## config.mk

```make
export PLATFORM = sky130hd
export DESIGN_NAME = doms_mode_selector
export DESIGN_NICKNAME = d
export VERILOG_FILES = /design/src/doms_mode_selector.v
export VERILOG_INCLUDE_DIRS = /design/src
export SDC_FILE = /design/constraint.sdc
export NUM_CORES = 1
export LEC_CHECK = 0
export ABC_CLOCK_PERIOD_IN_PS = 2040
export CAP_MARGIN = 20
export CORE_ASPECT_RATIO = 1.2
export CORE_UTILIZATION = 50
export CTS_CLUSTER_DIAMETER = 60
export CTS_CLUSTER_SIZE = 24
export DETAILED_ROUTE_END_ITERATION = 6
export DONT_BUFFER_PORTS = 1
export PLACE_DENSITY = 0.78
export SLEW_MARGIN = 5
export SYNTH_ARGS = -nofsm -noshare
export SYNTH_HDL_FRONTEND = slang
export SYNTH_SLANG_ARGS = --single-unit
```

## constraint.sdc

```tcl
create_clock -name clk -period 2.04 [get_ports clk]
set_clock_uncertainty 0.05 [all_clocks]
set_input_delay 0.204 -clock clk [delete_from_list [all_inputs] [get_ports clk]]
set_output_delay 0.204 -clock clk [all_outputs]
set_load 0.005 [all_outputs]
```

## src/doms_map.vh

```
/*
 * Register offsets, field positions, reset values and mode codes of the
 * operation mode selector.
 * Assumes a 32-bit AHB-Lite slave port with one aligned word per register.
 */
`ifndef DOMS_MAP_VH
`define DOMS_MAP_VH

// Byte offsets
`define DOMS_CTRL_OFS 8'h00
`define DOMS_STATUS_OFS 8'h04
`define DOMS_PANEL_FREQ_OFS 8'h08
`define DOMS_NET_CMD_OFS 8'h0c
`define DOMS_FREQ_OUT_OFS 8'h10
`define DOMS_PARAM_REQ_OFS 8'h14

// Control register fields
`define DOMS_CTRL_SET_LSB 0
`define DOMS_CTRL_SET_MSB 2
`define DOMS_CTRL_STOPEN_BIT 8

// Network command fields
`define DOMS_NET_MODE_LSB 0
`define DOMS_NET_MODE_MSB 1
`define DOMS_NET_REQ_BIT 2
`define DOMS_NET_FWD_BIT 3
`define DOMS_NET_REV_BIT 4
`define DOMS_NET_FREQ_LSB 16

// Reset values
`define DOMS_SET_RESET 3'h0
`define DOMS_STOPEN_RESET 1'b1

// Operation mode setting values
`define DOMS_SET_SWITCH 3'h0
`define DOMS_SET_PANEL 3'h1
`define DOMS_SET_EXT 3'h2
`define DOMS_SET_COMB1 3'h3
`define DOMS_SET_COMB2 3'h4
`define DOMS_SET_RUNSWITCH 3'h6

// Current operation mode codes
`define DOMS_OP_EXT 2'h0
`define DOMS_OP_PANEL 2'h1
`define DOMS_OP_NET 2'h2

`endif

```

## src/doms_mode_selector.v

```verilog
/*
 * Operation mode selector of a motor drive: chooses the source of start,
 * direction and frequency commands, with an AHB-Lite register port.
 * Assumes pins and keys are asynchronous levels, keys held at least three
 * clocks, and a single AHB master issuing single word transfers.
 */
`default_nettype none
`include "doms_map.vh"

module doms_mode_selector #(
   parameter FW = 16
) (
   input wire clk,
   input wire rst_b,
   input wire hsel,
   input wire [31:0] haddr,
   input wire [1:0] htrans,
   input wire hwrite,
   input wire [2:0] hsize,
   input wire [31:0] hwdata,
   input wire hready,
   output wire hreadyout,
   output wire hresp,
   output reg [31:0] hrdata,
   input wire forwardStartInput,
   input wire reverseStartInput,
   input wire currentInputSelect,
   input wire multiSpeedActive,
   input wire inchingInput,
   input wire [FW-1:0] analogVoltageFreq,
   input wire [FW-1:0] analogCurrentFreq,
   input wire [FW-1:0] multiSpeedFreq,
   input wire [FW-1:0] inchingFreq,
   input wire panelToggleKey,
   input wire panelRunKey,
   input wire panelStopKey,
   input wire panelReverseKey,
   output reg [1:0] opMode,
   output reg runCmd,
   output reg reverseCmd,
   output reg [FW-1:0] freqCmd
);

   // Pin synchronisers: stage one feeds stage two only
   localparam NS = 9;
   localparam NF = 4 * FW;
   wire [NS-1:0] pinRaw = {forwardStartInput, reverseStartInput, currentInputSelect, multiSpeedActive,
      inchingInput, panelToggleKey, panelRunKey, panelStopKey, panelReverseKey};
   wire [NF-1:0] freqRaw = {analogVoltageFreq, analogCurrentFreq, multiSpeedFreq, inchingFreq};
   reg [NS-1:0] pinMeta;
   reg [NS-1:0] pinSync;
   reg [NF-1:0] freqMeta;
   reg [NF-1:0] freqSync;
   reg [3:0] keyLast;

   always @(posedge clk or negedge rst_b) begin
      if (!rst_b) begin
         pinMeta <= {NS{1'b0}};
         pinSync <= {NS{1'b0}};
         freqMeta <= {NF{1'b0}};
         freqSync <= {NF{1'b0}};
         keyLast <= 4'h0;
      end else begin
         pinMeta <= pinRaw;
         pinSync <= pinMeta;
         freqMeta <= freqRaw;
         freqSync <= freqMeta;
         keyLast <= pinSync[3:0];
      end
   end

   wire fwdIn = pinSync[8];
   wire revIn = pinSync[7];
   wire curSel = pinSync[6];
   wire msActive = pinSync[5];
   wire inchIn = pinSync[4];
   // Key presses act on the synchronised rising edge
   wire toggleEdge = pinSync[3] & ~keyLast[3];
   wire runEdge = pinSync[2] & ~keyLast[2];
   wire stopEdge = pinSync[1] & ~keyLast[1];
   wire revEdge = pinSync[0] & ~keyLast[0];
   wire [FW-1:0] voltFreq = freqSync[4*FW-1:3*FW];
   wire [FW-1:0] curFreq = freqSync[3*FW-1:2*FW];
   wire [FW-1:0] msFreq = freqSync[2*FW-1:FW];
   wire [FW-1:0] inchFreq = freqSync[FW-1:0];

   // Settings accepted by a control write
   function legalSetting;
      input [2:0] s;
      begin
         legalSetting = (s == `DOMS_SET_SWITCH) || (s == `DOMS_SET_PANEL) || (s == `DOMS_SET_EXT) ||
            (s == `DOMS_SET_COMB1) || (s == `DOMS_SET_COMB2) || (s == `DOMS_SET_RUNSWITCH);
      end
   endfunction

   // Register state
   reg [2:0] modeSetting;
   reg stopKeyEnable;
   reg [FW-1:0] panelFreq;
   reg panelRun;
   reg panelRev;
   reg [FW-1:0] netFreq;
   reg netRun;
   reg netRev;
   reg stopLatch;
   reg paramAccepted;
   reg paramRejected;

   // AHB-Lite address phase capture
   reg wrPending;
   reg [7:0] wrAddr;
   wire addrPhase = hsel & htrans[1] & hready;
   // Zero wait states, response always OKAY; hsize ignored
   assign hreadyout = 1'b1;
   assign hresp = 1'b0;

   always @(posedge clk or negedge rst_b) begin
      if (!rst_b) begin
         wrPending <= 1'b0;
         wrAddr <= 8'h00;
      end else begin
         wrPending <= addrPhase & hwrite;
         wrAddr <= {haddr[7:2], 2'b00};
      end
   end

   // Write decode in the data phase
   wire wrCtrl = wrPending && (wrAddr == `DOMS_CTRL_OFS);
   wire wrPanelFreq = wrPending && (wrAddr == `DOMS_PANEL_FREQ_OFS);
   wire wrNet = wrPending && (wrAddr == `DOMS_NET_CMD_OFS);
   wire wrParam = wrPending && (wrAddr == `DOMS_PARAM_REQ_OFS);
   wire [2:0] newSetting = hwdata[`DOMS_CTRL_SET_MSB:`DOMS_CTRL_SET_LSB];
   wire [1:0] netMode = hwdata[`DOMS_NET_MODE_MSB:`DOMS_NET_MODE_LSB];
   wire netModeReq = wrNet & hwdata[`DOMS_NET_REQ_BIT];
   // Stopped means no run command leaves the block
   wire stopped = ~runCmd;
   wire runSwitch = (modeSetting == `DOMS_SET_RUNSWITCH);

   wire [FW-1:0] extFreq = inchIn ? inchFreq : msActive ? msFreq : curSel ? curFreq : voltFreq;
   // Both start pins on gives no run
   wire pinRun = fwdIn ^ revIn;
   wire pinRev = revIn & ~fwdIn;

   // Mode moves requested by keys and network
   wire toggleOk = toggleEdge && (runSwitch || ((modeSetting == `DOMS_SET_SWITCH) && stopped));
   wire netOk = netModeReq && (runSwitch ||
      (((modeSetting == `DOMS_SET_SWITCH) || (modeSetting == `DOMS_SET_EXT)) && stopped));
   wire toPanel = toggleOk && (opMode != `DOMS_OP_PANEL) &&
      (runSwitch || opMode == `DOMS_OP_EXT);
   wire toExtByKey = toggleOk && (opMode == `DOMS_OP_PANEL);
   wire toNet = netOk && (netMode == `DOMS_OP_NET) && (opMode != `DOMS_OP_NET) &&
      (runSwitch || opMode == `DOMS_OP_EXT);
   wire toExtByNet = netOk && (netMode == `DOMS_OP_EXT) && (opMode == `DOMS_OP_NET);

   // Command selection per mode
   reg next_run;
   reg next_rev;
   reg [FW-1:0] next_freq;

   always @* begin
      next_run = pinRun;
      next_rev = pinRev;
      next_freq = extFreq;
      case (opMode)
         `DOMS_OP_PANEL: begin
            next_run = panelRun;
            next_rev = panelRev;
            next_freq = panelFreq;
         end
         `DOMS_OP_NET: begin
            next_run = netRun;
            next_rev = netRev;
            next_freq = netFreq;
         end
         default: begin
            if (modeSetting == `DOMS_SET_COMB1) begin
               next_freq = msActive ? msFreq : curSel ? curFreq : panelFreq;
            end else if (modeSetting == `DOMS_SET_COMB2) begin
               next_run = panelRun;
               next_rev = panelRev;
            end
         end
      endcase
      if (stopLatch) begin
         next_run = 1'b0;
      end
   end

   // Mode state, command holders and register writes
   always @(posedge clk or negedge rst_b) begin
      if (!rst_b) begin
         modeSetting <= `DOMS_SET_RESET;
         opMode <= `DOMS_OP_EXT;
         stopKeyEnable <= `DOMS_STOPEN_RESET;
         panelFreq <= {FW{1'b0}};
         panelRun <= 1'b0;
         panelRev <= 1'b0;
         netFreq <= {FW{1'b0}};
         netRun <= 1'b0;
         netRev <= 1'b0;
         stopLatch <= 1'b0;
         paramAccepted <= 1'b0;
         paramRejected <= 1'b0;
         runCmd <= 1'b0;
         reverseCmd <= 1'b0;
         freqCmd <= {FW{1'b0}};
      end else begin
         runCmd <= next_run;
         reverseCmd <= next_rev;
         freqCmd <= next_freq;

         if (wrCtrl) begin
            stopKeyEnable <= hwdata[`DOMS_CTRL_STOPEN_BIT];
            if (stopped && legalSetting(newSetting)) begin
               modeSetting <= newSetting;
               opMode <= (newSetting == `DOMS_SET_PANEL) ? `DOMS_OP_PANEL : `DOMS_OP_EXT;
            end
         end else if (toPanel) begin
            opMode <= `DOMS_OP_PANEL;
         end else if (toExtByKey || toExtByNet) begin
            opMode <= `DOMS_OP_EXT;
         end else if (toNet) begin
            opMode <= `DOMS_OP_NET;
         end

         // Panel command holder, loaded on a keeping move
         if (toPanel && !wrCtrl) begin
            panelRun <= runCmd;
            panelRev <= reverseCmd;
            panelFreq <= freqCmd;
         end else begin
            if (wrPanelFreq) begin
               panelFreq <= hwdata[FW-1:0];
            end
            if (stopEdge) begin
               panelRun <= 1'b0;
            end else if (runEdge) begin
               panelRun <= 1'b1;
            end
            if (revEdge) begin
               panelRev <= ~panelRev;
            end
         end

         // Network command holder, loaded on a keeping move
         if (toNet && !wrCtrl) begin
            netRun <= runCmd;
            netRev <= reverseCmd;
            netFreq <= freqCmd;
         end else if (wrNet && !netModeReq) begin
            netRun <= hwdata[`DOMS_NET_FWD_BIT] ^ hwdata[`DOMS_NET_REV_BIT];
            netRev <= hwdata[`DOMS_NET_REV_BIT] & ~hwdata[`DOMS_NET_FWD_BIT];
            netFreq <= hwdata[`DOMS_NET_FREQ_LSB+FW-1:`DOMS_NET_FREQ_LSB];
         end

         // stop key latch, set beats release
         if (stopEdge && (stopKeyEnable || opMode == `DOMS_OP_PANEL)) begin
            stopLatch <= 1'b1;
         end else if (!fwdIn && !revIn && !panelRun && !netRun) begin
            stopLatch <= 1'b0;
         end

         if (wrParam) begin
            if (opMode != `DOMS_OP_EXT || hwdata[0]) begin
               paramAccepted <= 1'b1;
               paramRejected <= 1'b0;
            end else begin
               paramAccepted <= 1'b0;
               paramRejected <= 1'b1;
            end
         end
      end
   end

   // Read data, registered in the address phase
   reg [31:0] next_rdata;
   always @* begin
      next_rdata = 32'h00000000;
      if (haddr[7:0] == `DOMS_CTRL_OFS) begin
         next_rdata[`DOMS_CTRL_SET_MSB:`DOMS_CTRL_SET_LSB] = modeSetting;
         next_rdata[`DOMS_CTRL_STOPEN_BIT] = stopKeyEnable;
      end else if (haddr[7:0] == `DOMS_STATUS_OFS) begin
         next_rdata[7:0] = {paramRejected, paramAccepted, stopLatch, reverseCmd, runCmd, 1'b0, opMode};
      end else if (haddr[7:0] == `DOMS_PANEL_FREQ_OFS) begin
         next_rdata[FW-1:0] = panelFreq;
      end else if (haddr[7:0] == `DOMS_NET_CMD_OFS) begin
         next_rdata[`DOMS_NET_FREQ_LSB+FW-1:`DOMS_NET_FREQ_LSB] = netFreq;
         next_rdata[`DOMS_NET_REV_BIT] = netRev & netRun;
         next_rdata[`DOMS_NET_FWD_BIT] = ~netRev & netRun;
      end else if (haddr[7:0] == `DOMS_FREQ_OUT_OFS) begin
         next_rdata[FW-1:0] = freqCmd;
      end
   end

   always @(posedge clk or negedge rst_b) begin
      if (!rst_b) begin
         hrdata <= 32'h00000000;
      end else if (addrPhase && !hwrite) begin
         hrdata <= next_rdata;
      end
   end

endmodule // doms_mode_selector
`default_nettype wire

```

# --- After elaboration in Yosys (flattened, before gate mapping) ---
# Index checks and enable logic that the tools add are counted.
word_totals:
  ff_bits: 252
  elab_cells: 177
  in_bits: 147
  output_inout_bits: 54
op_classes:
  mux: 50
  bitwise: 23
  n_reduce_logical: 59
  n_eq_ne: 22
ops:
  columns: ["cell", "n"]
  rows:
  - ["two-way mux 16 bit", 14]
  - ["case mux 16 bit (2 select lines)", 1]
  - ["logical AND 1 bit", 25]
  - ["two-way mux 24 bit", 1]
  - ["two-way mux 23 bit", 1]
  - ["two-way mux 1 bit", 20]
  - ["equality test 8 x 4 -> 1 bit, second input constant", 2]
  - ["zero test 8 bit", 2]
  - ["AND 1 bit", 12]
  - ["equality test 3 x 2 -> 1 bit, second input constant", 4]
  - ["equality test 3 bit, second input constant", 4]
  - ["equality test 6 x 2 -> 1 bit, second input constant", 2]
  - ["logical OR 1 bit", 12]
  - ["two-way mux 2 bit", 6]
  - ["two-way mux 11 bit", 1]
  - ["nonzero test 2 bit", 5]
  - ["NOT 1 bit", 9]
  - ["equality test 8 x 3 -> 1 bit, second input constant", 1]
  - ["equality test 8 x 5 -> 1 bit, second input constant", 1]
  - ["two-way mux 8 bit", 1]
  - ["zero test 1 bit", 7]
  - ["equality test 6 x 3 -> 1 bit, second input constant", 1]
  - ["zero test 3 bit", 2]
  - ["two-way mux 3 bit", 2]
  - ["12 further kinds", 18]

# --- Depth between registers and ports, before layout ---
# Gate-level depths: netlist of run 1.
logic_depth:
  word_depth: 12
  mapped_depth: 8
  ltp_nobuf: 6

# --- Worst setup path after synthesis of run 1 ---
# No wires, ideal clock.
synth_timing:
  kind: "register to register"
  from: "register wrAddr[5]"
  to: "register netFreq[10]"
  setup_slack_ps: -197
  required_time_ps: 1872
  synth_period_minus_slack_ps: 2237
  n_path_buf: 1
  stages_incl_launch_ff: 7
  setup_ps: 118
  arrival_ps: 2069
  cell_sequence: "dfrtp_1 or4b_4 or3_4 nor4_4 nor2_2 buf_2 a21o_1"
synth_between:
  elab_chain_cells: 9
  elab_cells_between_ends: 15
  cone_classes: "eq/ne (1); mux (1); bitwise (1); reduce/logical (12)"
synth_lines:
  columns: ["element", "line", "text"]
  rows:
  - ["from (decl)", "doms_mode_selector.v:111", "reg [7:0] wrAddr;"]
  - ["from (signal assigned)", "doms_mode_selector.v:123", "wrAddr <= {haddr[7:2], 2'b00};"]
  - ["equality test 6 x 2 -> 1 bit (no source line)", null, null]
  - ["logical AND 1 bit", "doms_mode_selector.v:130", "wire wrNet = wrPending && (wrAddr == `DOMS_NET_CMD_OFS);"]
  - ["AND 1 bit", "doms_mode_selector.v:134", "wire netModeReq = wrNet & hwdata[`DOMS_NET_REQ_BIT];"]
  - ["logical AND 1 bit", "doms_mode_selector.v:146", "wire netOk = netModeReq && (runSwitch ||"]
  - ["logical AND 1 bit (3 in a row)", "doms_mode_selector.v:151", "wire toNet = netOk && (netMode == `DOMS_OP_NET) && (opMode != `DOMS_OP_NET) &&"]
  - ["logical AND 1 bit", "doms_mode_selector.v:246", "if (toNet && !wrCtrl) begin"]
  - ["two-way mux 16 bit or nonzero test 2 bit (tied branches)", null, null]
  - ["to (signal assigned)", "doms_mode_selector.v:198", "netFreq <= {FW{1'b0}};"]
  - ["to (signal assigned)", "doms_mode_selector.v:249", "netFreq <= freqCmd;"]
  - ["to (signal assigned)", "doms_mode_selector.v:253", "netFreq <= hwdata[`DOMS_NET_FREQ_LSB+FW-1:`DOMS_NET_FREQ_LSB];"]
  - ["to (decl)", "doms_mode_selector.v:102", "reg [FW-1:0] netFreq;"]
# Several ways; a longest one is shown, not always the timed one.
# A chain may end at the register's enable or synchronous reset.

# --- Worst setup path in the final report of run 1 ---
layout_timing:
  from: "register wrAddr[6]"
  to: "register netFreq[12]"
# Same word-level chain as after synthesis.

==> run_results.csv, run 1 <==
group,metric,value,unit
cts,cts_buffer_depth,3,
timing,setup_tns,-3.42,ns
global_route,grt_pass1_wl,37.9,mm
detailed_routing,dr.pass1.iters,7,
timing,finalCritPeriodShare,107,%
yosys,ys.flop_type,"dfrtp_1",
power_and_ir_drop,p_leak,0.00521,µW
final_layout,fin_nets,1004,
cts,cts-htree-levels,1,
final_layout,final_cell_area,11400,µm²
floorplanning,boundaryPins,201,
timing,final.min_clock_period,2.19,ns
timing,tightestPinTransition,0.646,ns
yosys,syn_inst,724,
floorplanning,coreArea,17700,µm²
yosys,synth_edf_count,0,
final_layout,syn_to_final_growth,24.7,%
timing,maxSlewHeadroom,56.9,%
timing,maxSlewViolCount,0,
final_layout,drive_above_1_share,9.78,%
floorplanning,rows,53,
min_path,hold_class,"primary input to asynchronous set/reset pin",
power_and_ir_drop,max-vdd-ir-drop,742,µV
timing,setup_violations,40,
cts,insertion_delay,0.48,ns
global_route,track_usage,26.2,%
placed_design,place_hpwl,15.2,mm
cts,clk_root_buffer_cell,"clkbuf_16",
power_and_ir_drop,power.density,991,nW/µm²
floorplanning,die_h,150,µm
cts,clkSinkCount,252,
yosys,syn-num-nets,877,
critical_path,worstPathBufferInverterCount,2,
yosys,ys_seq_elements,252,
outcome,violations,"design-rule violations, negative hold slack, negative setup slack",
detailed_routing,viasPerCell,5.91,
critical_path,crit_fanout,18,
detailed_routing,vias,6378,
yosys,synth.avg_cell_area,12.7,µm²
yosys,synthesis.area,9170,µm²
critical_path,timing_worst_setup_path_type,"flip-flop to flip-flop",
detailed_routing,drc,13,
global_route,grt_max_degree,253,
run,maxCapViolations,0,
detailed_routing,drtIter0Drc,344,
yosys,synth_largest_area_cell,"dfrtp_1",
yosys,synth-async-reset-ratio,100,%
yosys,synth_area_leaders,"dfrtp_1 69%, a22o_1 4.7%, a21oi_1 2.6%",
timing,hold_viol,252,
timing,rsz0062_at_grt,"true",
critical_path,start_kind,"flip-flop",
global_route,grt_pass1_vias,6905,
final_layout,antennaDiodeCount,0,
critical_path,critPathLaunch,"wrAddr[6]",
placed_design,place_area,9540,µm²
cts,cts_hold_buffers,114,
floorplanning,die-area,18900,µm²
placed_design,io_buffers,0,
floorplanning,initial_core_util,51.8,%
yosys,yosysWarnings,0,
critical_path,endpoint_kind,"flip-flop",
cts,cts_buffers,17,
timing,layout_setup_ws,-0.152,ns
detailed_routing,wl_per_cell,22.2,µm
floorplanning,die_w,126,µm
placed_design,gp_congestion,0.867,
outcome,status,"finished with violations",
cts,cts_tree,"yes",
global_route,antenna_found_initial,0,
detailed_routing,routed_wl,24.0,mm
critical_path,r2r-start,"wrAddr[6]",
detailed_routing,antenna_left,0,
timing,whs,-0.628,ns
yosys,ys_seq_area_share,68.8,%
critical_path,required,2.40,ns
final_layout,finish.utilization,64.6,%
timing,fmax,456,MHz
critical_path,crit_family,"simple AND/OR/NAND/NOR gates",
critical_path,arrival,2.56,ns
critical_path,cp_slowest_stage_delay,0.56,ns
critical_path,cp_cell_sequence,"or4b_4 > or3_4 > buf_4 > nor2_4 > buf_8 > a22o_1 > a21o_1",
cts,path_clk_slew,0.08,ns
critical_path,cp_slowest_cell,"or4b_4",
yosys,yosysUniqueCellTypes,54,
yosys,synth_top_area_share,68.5,%
global_route,overflow,0,
area by class of cell:
class,instances,area [µm²]
flip-flops and latches,252,6310
fillers,1273,6270
multi-input cells,410,2640
repair buffers,153,1600
clock buffers,18,429
well taps,220,275
clock inverters,9,113
inverters,17,63.8
cell usage in the layout, fill, tap and decap left out, types with 5 or more instances in the layout:
cell           synthesis  routed
clkbuf_16              0      18
a21o_1                16      16
mux2_2                 5       5
mux2i_1               20      20
o22ai_1               11      11
ha_1                   6       6
dlygate4sd3_1          0     114
dfrtp_1              251     250
inv_1                 16      16
a22oi_1               10      10
nand2b_1              10      10
o21ai_0               26      25
nor2b_1                6       6
o41ai_1                8       8
nor3_1                19      19
a221oi_1               9       9
a21oi_1               47      47
buf_12                 0       5
o221ai_1              11      10
nand2_1               52      51
a22o_1                49      49
nor2_1                61      61
buf_4                  2      26
timing repair:
action,4_1_cts,5_1_grt
hold endpoints to repair,381,252
setup buffers,4,0
pin swaps,8,1
endpoints found under the setup margin,41,44
cloned,4,1
gates resized for setup,12,4
synth_stat cells, drive strengths merged, types with 2 or more instances:
master and instances:
conb 2, nand3b 3, a21o 16, o21ai 27, o221ai 11, nor2b 6, a22o 49, buf 14
nor3b 3, mux2i 20, and2 3, or3 2, dfrtp 251, a2111oi 2, inv 16, nand2b 10
o211ai 3, nand2 52, clkbuf 31, a32oi 2, a22oi 10, nor4 3, a21oi 47, ha 6
o41ai 8, nor3 19, or2 2, mux2 5, nor2 63, o22ai 11, and3b 2, a211oi 2
a221oi 9
final timing paths:
path                                  end  slack, ns  depth (start not counted)
setup / recovery              netFreq[12]      -0.15                          7
hold / removal                 pinMeta[0]      -0.63                          0
setup reg to reg              netFreq[12]      -0.15                          7
hold reg to reg              freqSync[20]       0.30                          0
max in group asynchronous  modeSetting[1]       1.99                          0
min in group clk                   netRev       0.03                          4
stage by stage:
| stage | setup WS (ns) | total power, µW | std cells |
|---|---|---|---|
| after global placement | -0.114 | 7570 | 929 |
| final | -0.152 | 11300 | 1079 |
| after global routing | -0.197 | 11800 | 1079 |
| after detailed placement | -0.176 | 7630 | 929 |
| after floorplan | -0.0667 | 7010 | 724 |
| after CTS | -0.0940 | 11300 | 1078 |
per-layer routing:
layer | track usage [%] | wire, µm | vias up
met3 | 3.94 | 1400 | 52
li1 | - | - | 2825
met1 | 32.4 | 9590 | 3232
met2 | 46.8 | 12300 | 269
met5 | 0 | 0 | -
met4 | 9.82 | 719 | 0
power by group:
part	switching, µW	internal [µW]	leakage, µW
sequential	678	5530	0.00303
combinational	851	864	0.00192
clock	1790	1620	0.000256
total	3320	8020	0.00521
cell families (layout without fill, tap and decap cells):
logic type,after synthesis,after routing,synth area share [%]
other,2,2,0.0819
xor gates and xnor gates,1,1,0.0956
AOI/OAI and AO/OA,203,203,15.6
DFF,252,252,68.8
muxes,25,25,2.80
and+or+nand+nor,173,173,9.04
adders and majority gates,6,6,0.819
buffers and inverters,62,197,2.73
sequential cells by signal, indices dropped and copies added (netlist names), 2 cells and up:
register / count
freqCmd: 16
freqMeta: 64
freqSync: 64
hrdata: 32
keyLast: 4
modeSetting: 3
netFreq: 16
opMode: 2
panelFreq: 16
pinMeta: 9
pinSync: 9
wrAddr: 6
(Power assumes the default switching activity.)
==> run 2: changes to the inputs <==
Settings changed: ABC_CLOCK_PERIOD_IN_PS 2040 to 1900.
Clock period 2.04 ns to 1.9 ns, I/O delays scaled along.
==> run 2 against run 1 <==
Compared with the run above:
- the flow still finishes with violations (design-rule violations, negative hold slack, negative setup slack)
- global-route usage fell by 0.16 points
- count of clock-buffer cells in the layout fell by 1
- die area did not move
- non-clock buffer count rose by 10
- sequential power rose by 8.2%
- first-iteration DRC count rose by 37%
- combinational power rose by 6%
- highest routed layer unchanged
==> run_results.csv, run 2 (synthesis gave the netlist of run 1 again) <==
group,metric,value,unit
critical_path,reg2reg_depth,7,
final_layout,final_common_cell,"dfrtp_1",
outcome,status,"finished with violations",
global_route,grt_use_met3,4.19,%
detailed_routing,antenna_left,0,
cts,cts_buffer_depth,3,
detailed_routing,routed_wl,24.2,mm
placed_design,place_hpwl,15.4,mm
critical_path,cp_cell_sequence,"or4b_4 > or3_4 > buf_4 > nor2_4 > buf_6 > a22o_1 > a21o_1",
critical_path,arrival,2.52,ns
power_and_ir_drop,max-vdd-ir-drop,1080,µV
timing,rsz0062_at_grt,"true",
final_layout,syn_to_final_growth,25.8,%
final_layout,drive_above_1_share,11.5,%
detailed_routing,drc,16,
floorplanning,die_w,126,µm
critical_path,rrSetupSlack,-0.25,ns
final_layout,top_regs,"freqMeta x64, freqSync x64, hrdata x32",
timing,tightestPinTransition,0.599,ns
timing,hold_viol,255,
detailed_routing,drtIter0Drc,471,
final_layout,fin_nets,1014,
floorplanning,die-area,18900,µm²
placed_design,placed_cells,939,
cts,clkSinkCount,252,
detailed_routing,wl_per_cell,22.2,µm
timing,setup_violations,42,
critical_path,required,2.27,ns
cts,cts_hold_buffers,113,
global_route,met1_usage,33.1,%
cts,cts_tree,"yes",
global_route,grt_pass1_vias,6640,
final_layout,fillCellCount,1228,
floorplanning,coreArea,17700,µm²
outcome,violations,"design-rule violations, negative hold slack, negative setup slack",
cts,clk_root_buffer_cell,"clkbuf_16",
global_route,met2_usage,46.6,%
cts,cts_buffers,17,
min_path,hold_class,"primary input to asynchronous set/reset pin",
global_route,track_usage,26.1,%
critical_path,endpoint_kind,"flip-flop",
critical_path,cp_slowest_stage_delay,0.54,ns
floorplanning,rows,53,
run,maxCapViolations,0,
placed_design,gp_congestion,0.861,
critical_path,start_kind,"flip-flop",
power_and_ir_drop,power.density,1070,nW/µm²
timing,layout_setup_ws,-0.251,ns
timing,finalCritPeriodShare,113,%
global_route,antenna_found_initial,0,
placed_design,io_buffers,0,
critical_path,r2r-start,"wrAddr[6]",
timing,whs,-0.652,ns
detailed_routing,dr.pass1.iters,7,
critical_path,timing_worst_setup_path_type,"flip-flop to flip-flop",
global_route,overflow,0,
global_route,busiest_layer,"met2",
global_route,grt_pass1_wl,37.4,mm
timing,final.min_clock_period,2.15,ns
cts,insertion_delay,0.49,ns
global_route,grt_max_degree,253,
cts,path_clk_slew,0.09,ns
critical_path,timing.rr.end,"netFreq[9]",
detailed_routing,viasPerCell,5.79,
detailed_routing,vias,6302,
floorplanning,initial_core_util,51.8,%
cts,cts-htree-levels,1,
power_and_ir_drop,p_leak,0.00526,µW
floorplanning,boundaryPins,201,
timing,fmax,465,MHz
critical_path,cp_slowest_cell,"or4b_4",
floorplanning,die_h,150,µm
critical_path,crit_fanout,16,
final_layout,final_cell_mix,"250 x dfrtp_1, 113 x dlygate4sd3_1, 61 x nor2_1, 51 x nand2_1, 49 x a22o_1",
timing,maxSlewHeadroom,60.1,%
final_layout,antennaDiodeCount,0,
final_layout,stdcell_count,1089,
timing,maxSlewViolCount,0,
run 2: how the worst max path moves through the flow:
| stage | startpoint | endpoint | slack [ns] | cells past startpoint |
|---|---|---|---|---|
| global route | wrAddr[6] | netFreq[2] | -0.32 | 7 |
| detailed placement | wrAddr[6] | netFreq[9] | -0.32 | 6 |
| CTS | wrAddr[6] | netFreq[9] | -0.25 | 7 |
| finish | wrAddr[6] | netFreq[9] | -0.25 | 7 |
| global placement | wrAddr[6] | netFreq[11] | -0.27 | 6 |
| floorplan | wrAddr[6] | netRun | -0.20 | 5 |
run 2: what timing repair did:
action	in CTS	in global routing
pin swaps	1	3
endpoints found under the hold margin	381	255
endpoints found under the setup margin	43	47
buffers inserted	3	3
gates resized for setup	14	9
gates cloned	4	0
run 2: final cells by class:
type,count,area [µm²],area share (%)
Sequential cell,252,6310,54.7
Clock buffer,17,425,3.69
Inverter,17,65.1,0.564
Multi-Input combinational cell,410,2680,23.2
Clock inverter,10,126,1.10
Tap cell,220,275,2.39
Timing Repair Buffer,163,1650,14.3
run 2: power by group:
group          leakage [µW]  internal [µW]  switching, µW
Combinational       0.00196            921            899
Clock              0.000269           1870           1940
Sequential          0.00303           5940            776
Total               0.00526           8730           3610
run 2: metal layers:
metal / up-vias / part of all wire (%)
li1: 2846 / -
met1: 3143 / 40
met2: 271 / 52
met3: 42 / 6.1
met4: 0 / 2.1
met5: - / 0
run 2: through the flow:
stage                     util (%)  setup slack, ns  setup TNS, ns  total power (µW)  instance area, µm²
after detailed placement      54.3           -0.322          -8.80              8230                9620
final                         65.1           -0.251          -8.24             12300               11500
after global placement        54.3           -0.270          -7.50              8160                9620
after CTS                     64.6           -0.254          -8.53             12200               11400
after global routing          65.1           -0.318         -11.63             12800               11500
after floorplan                  -           -0.201          -6.88              7530                9190
run 2: critical path: cells and delay by family, from the launching register on:
| kind | cells | cell delay (ns) |
|---|---|---|
| compound gates | 2 | 0.26 |
| buf+inv | 2 | 0.35 |
| flops | 1 | 0.37 |
| simple gates | 3 | 1.05 |
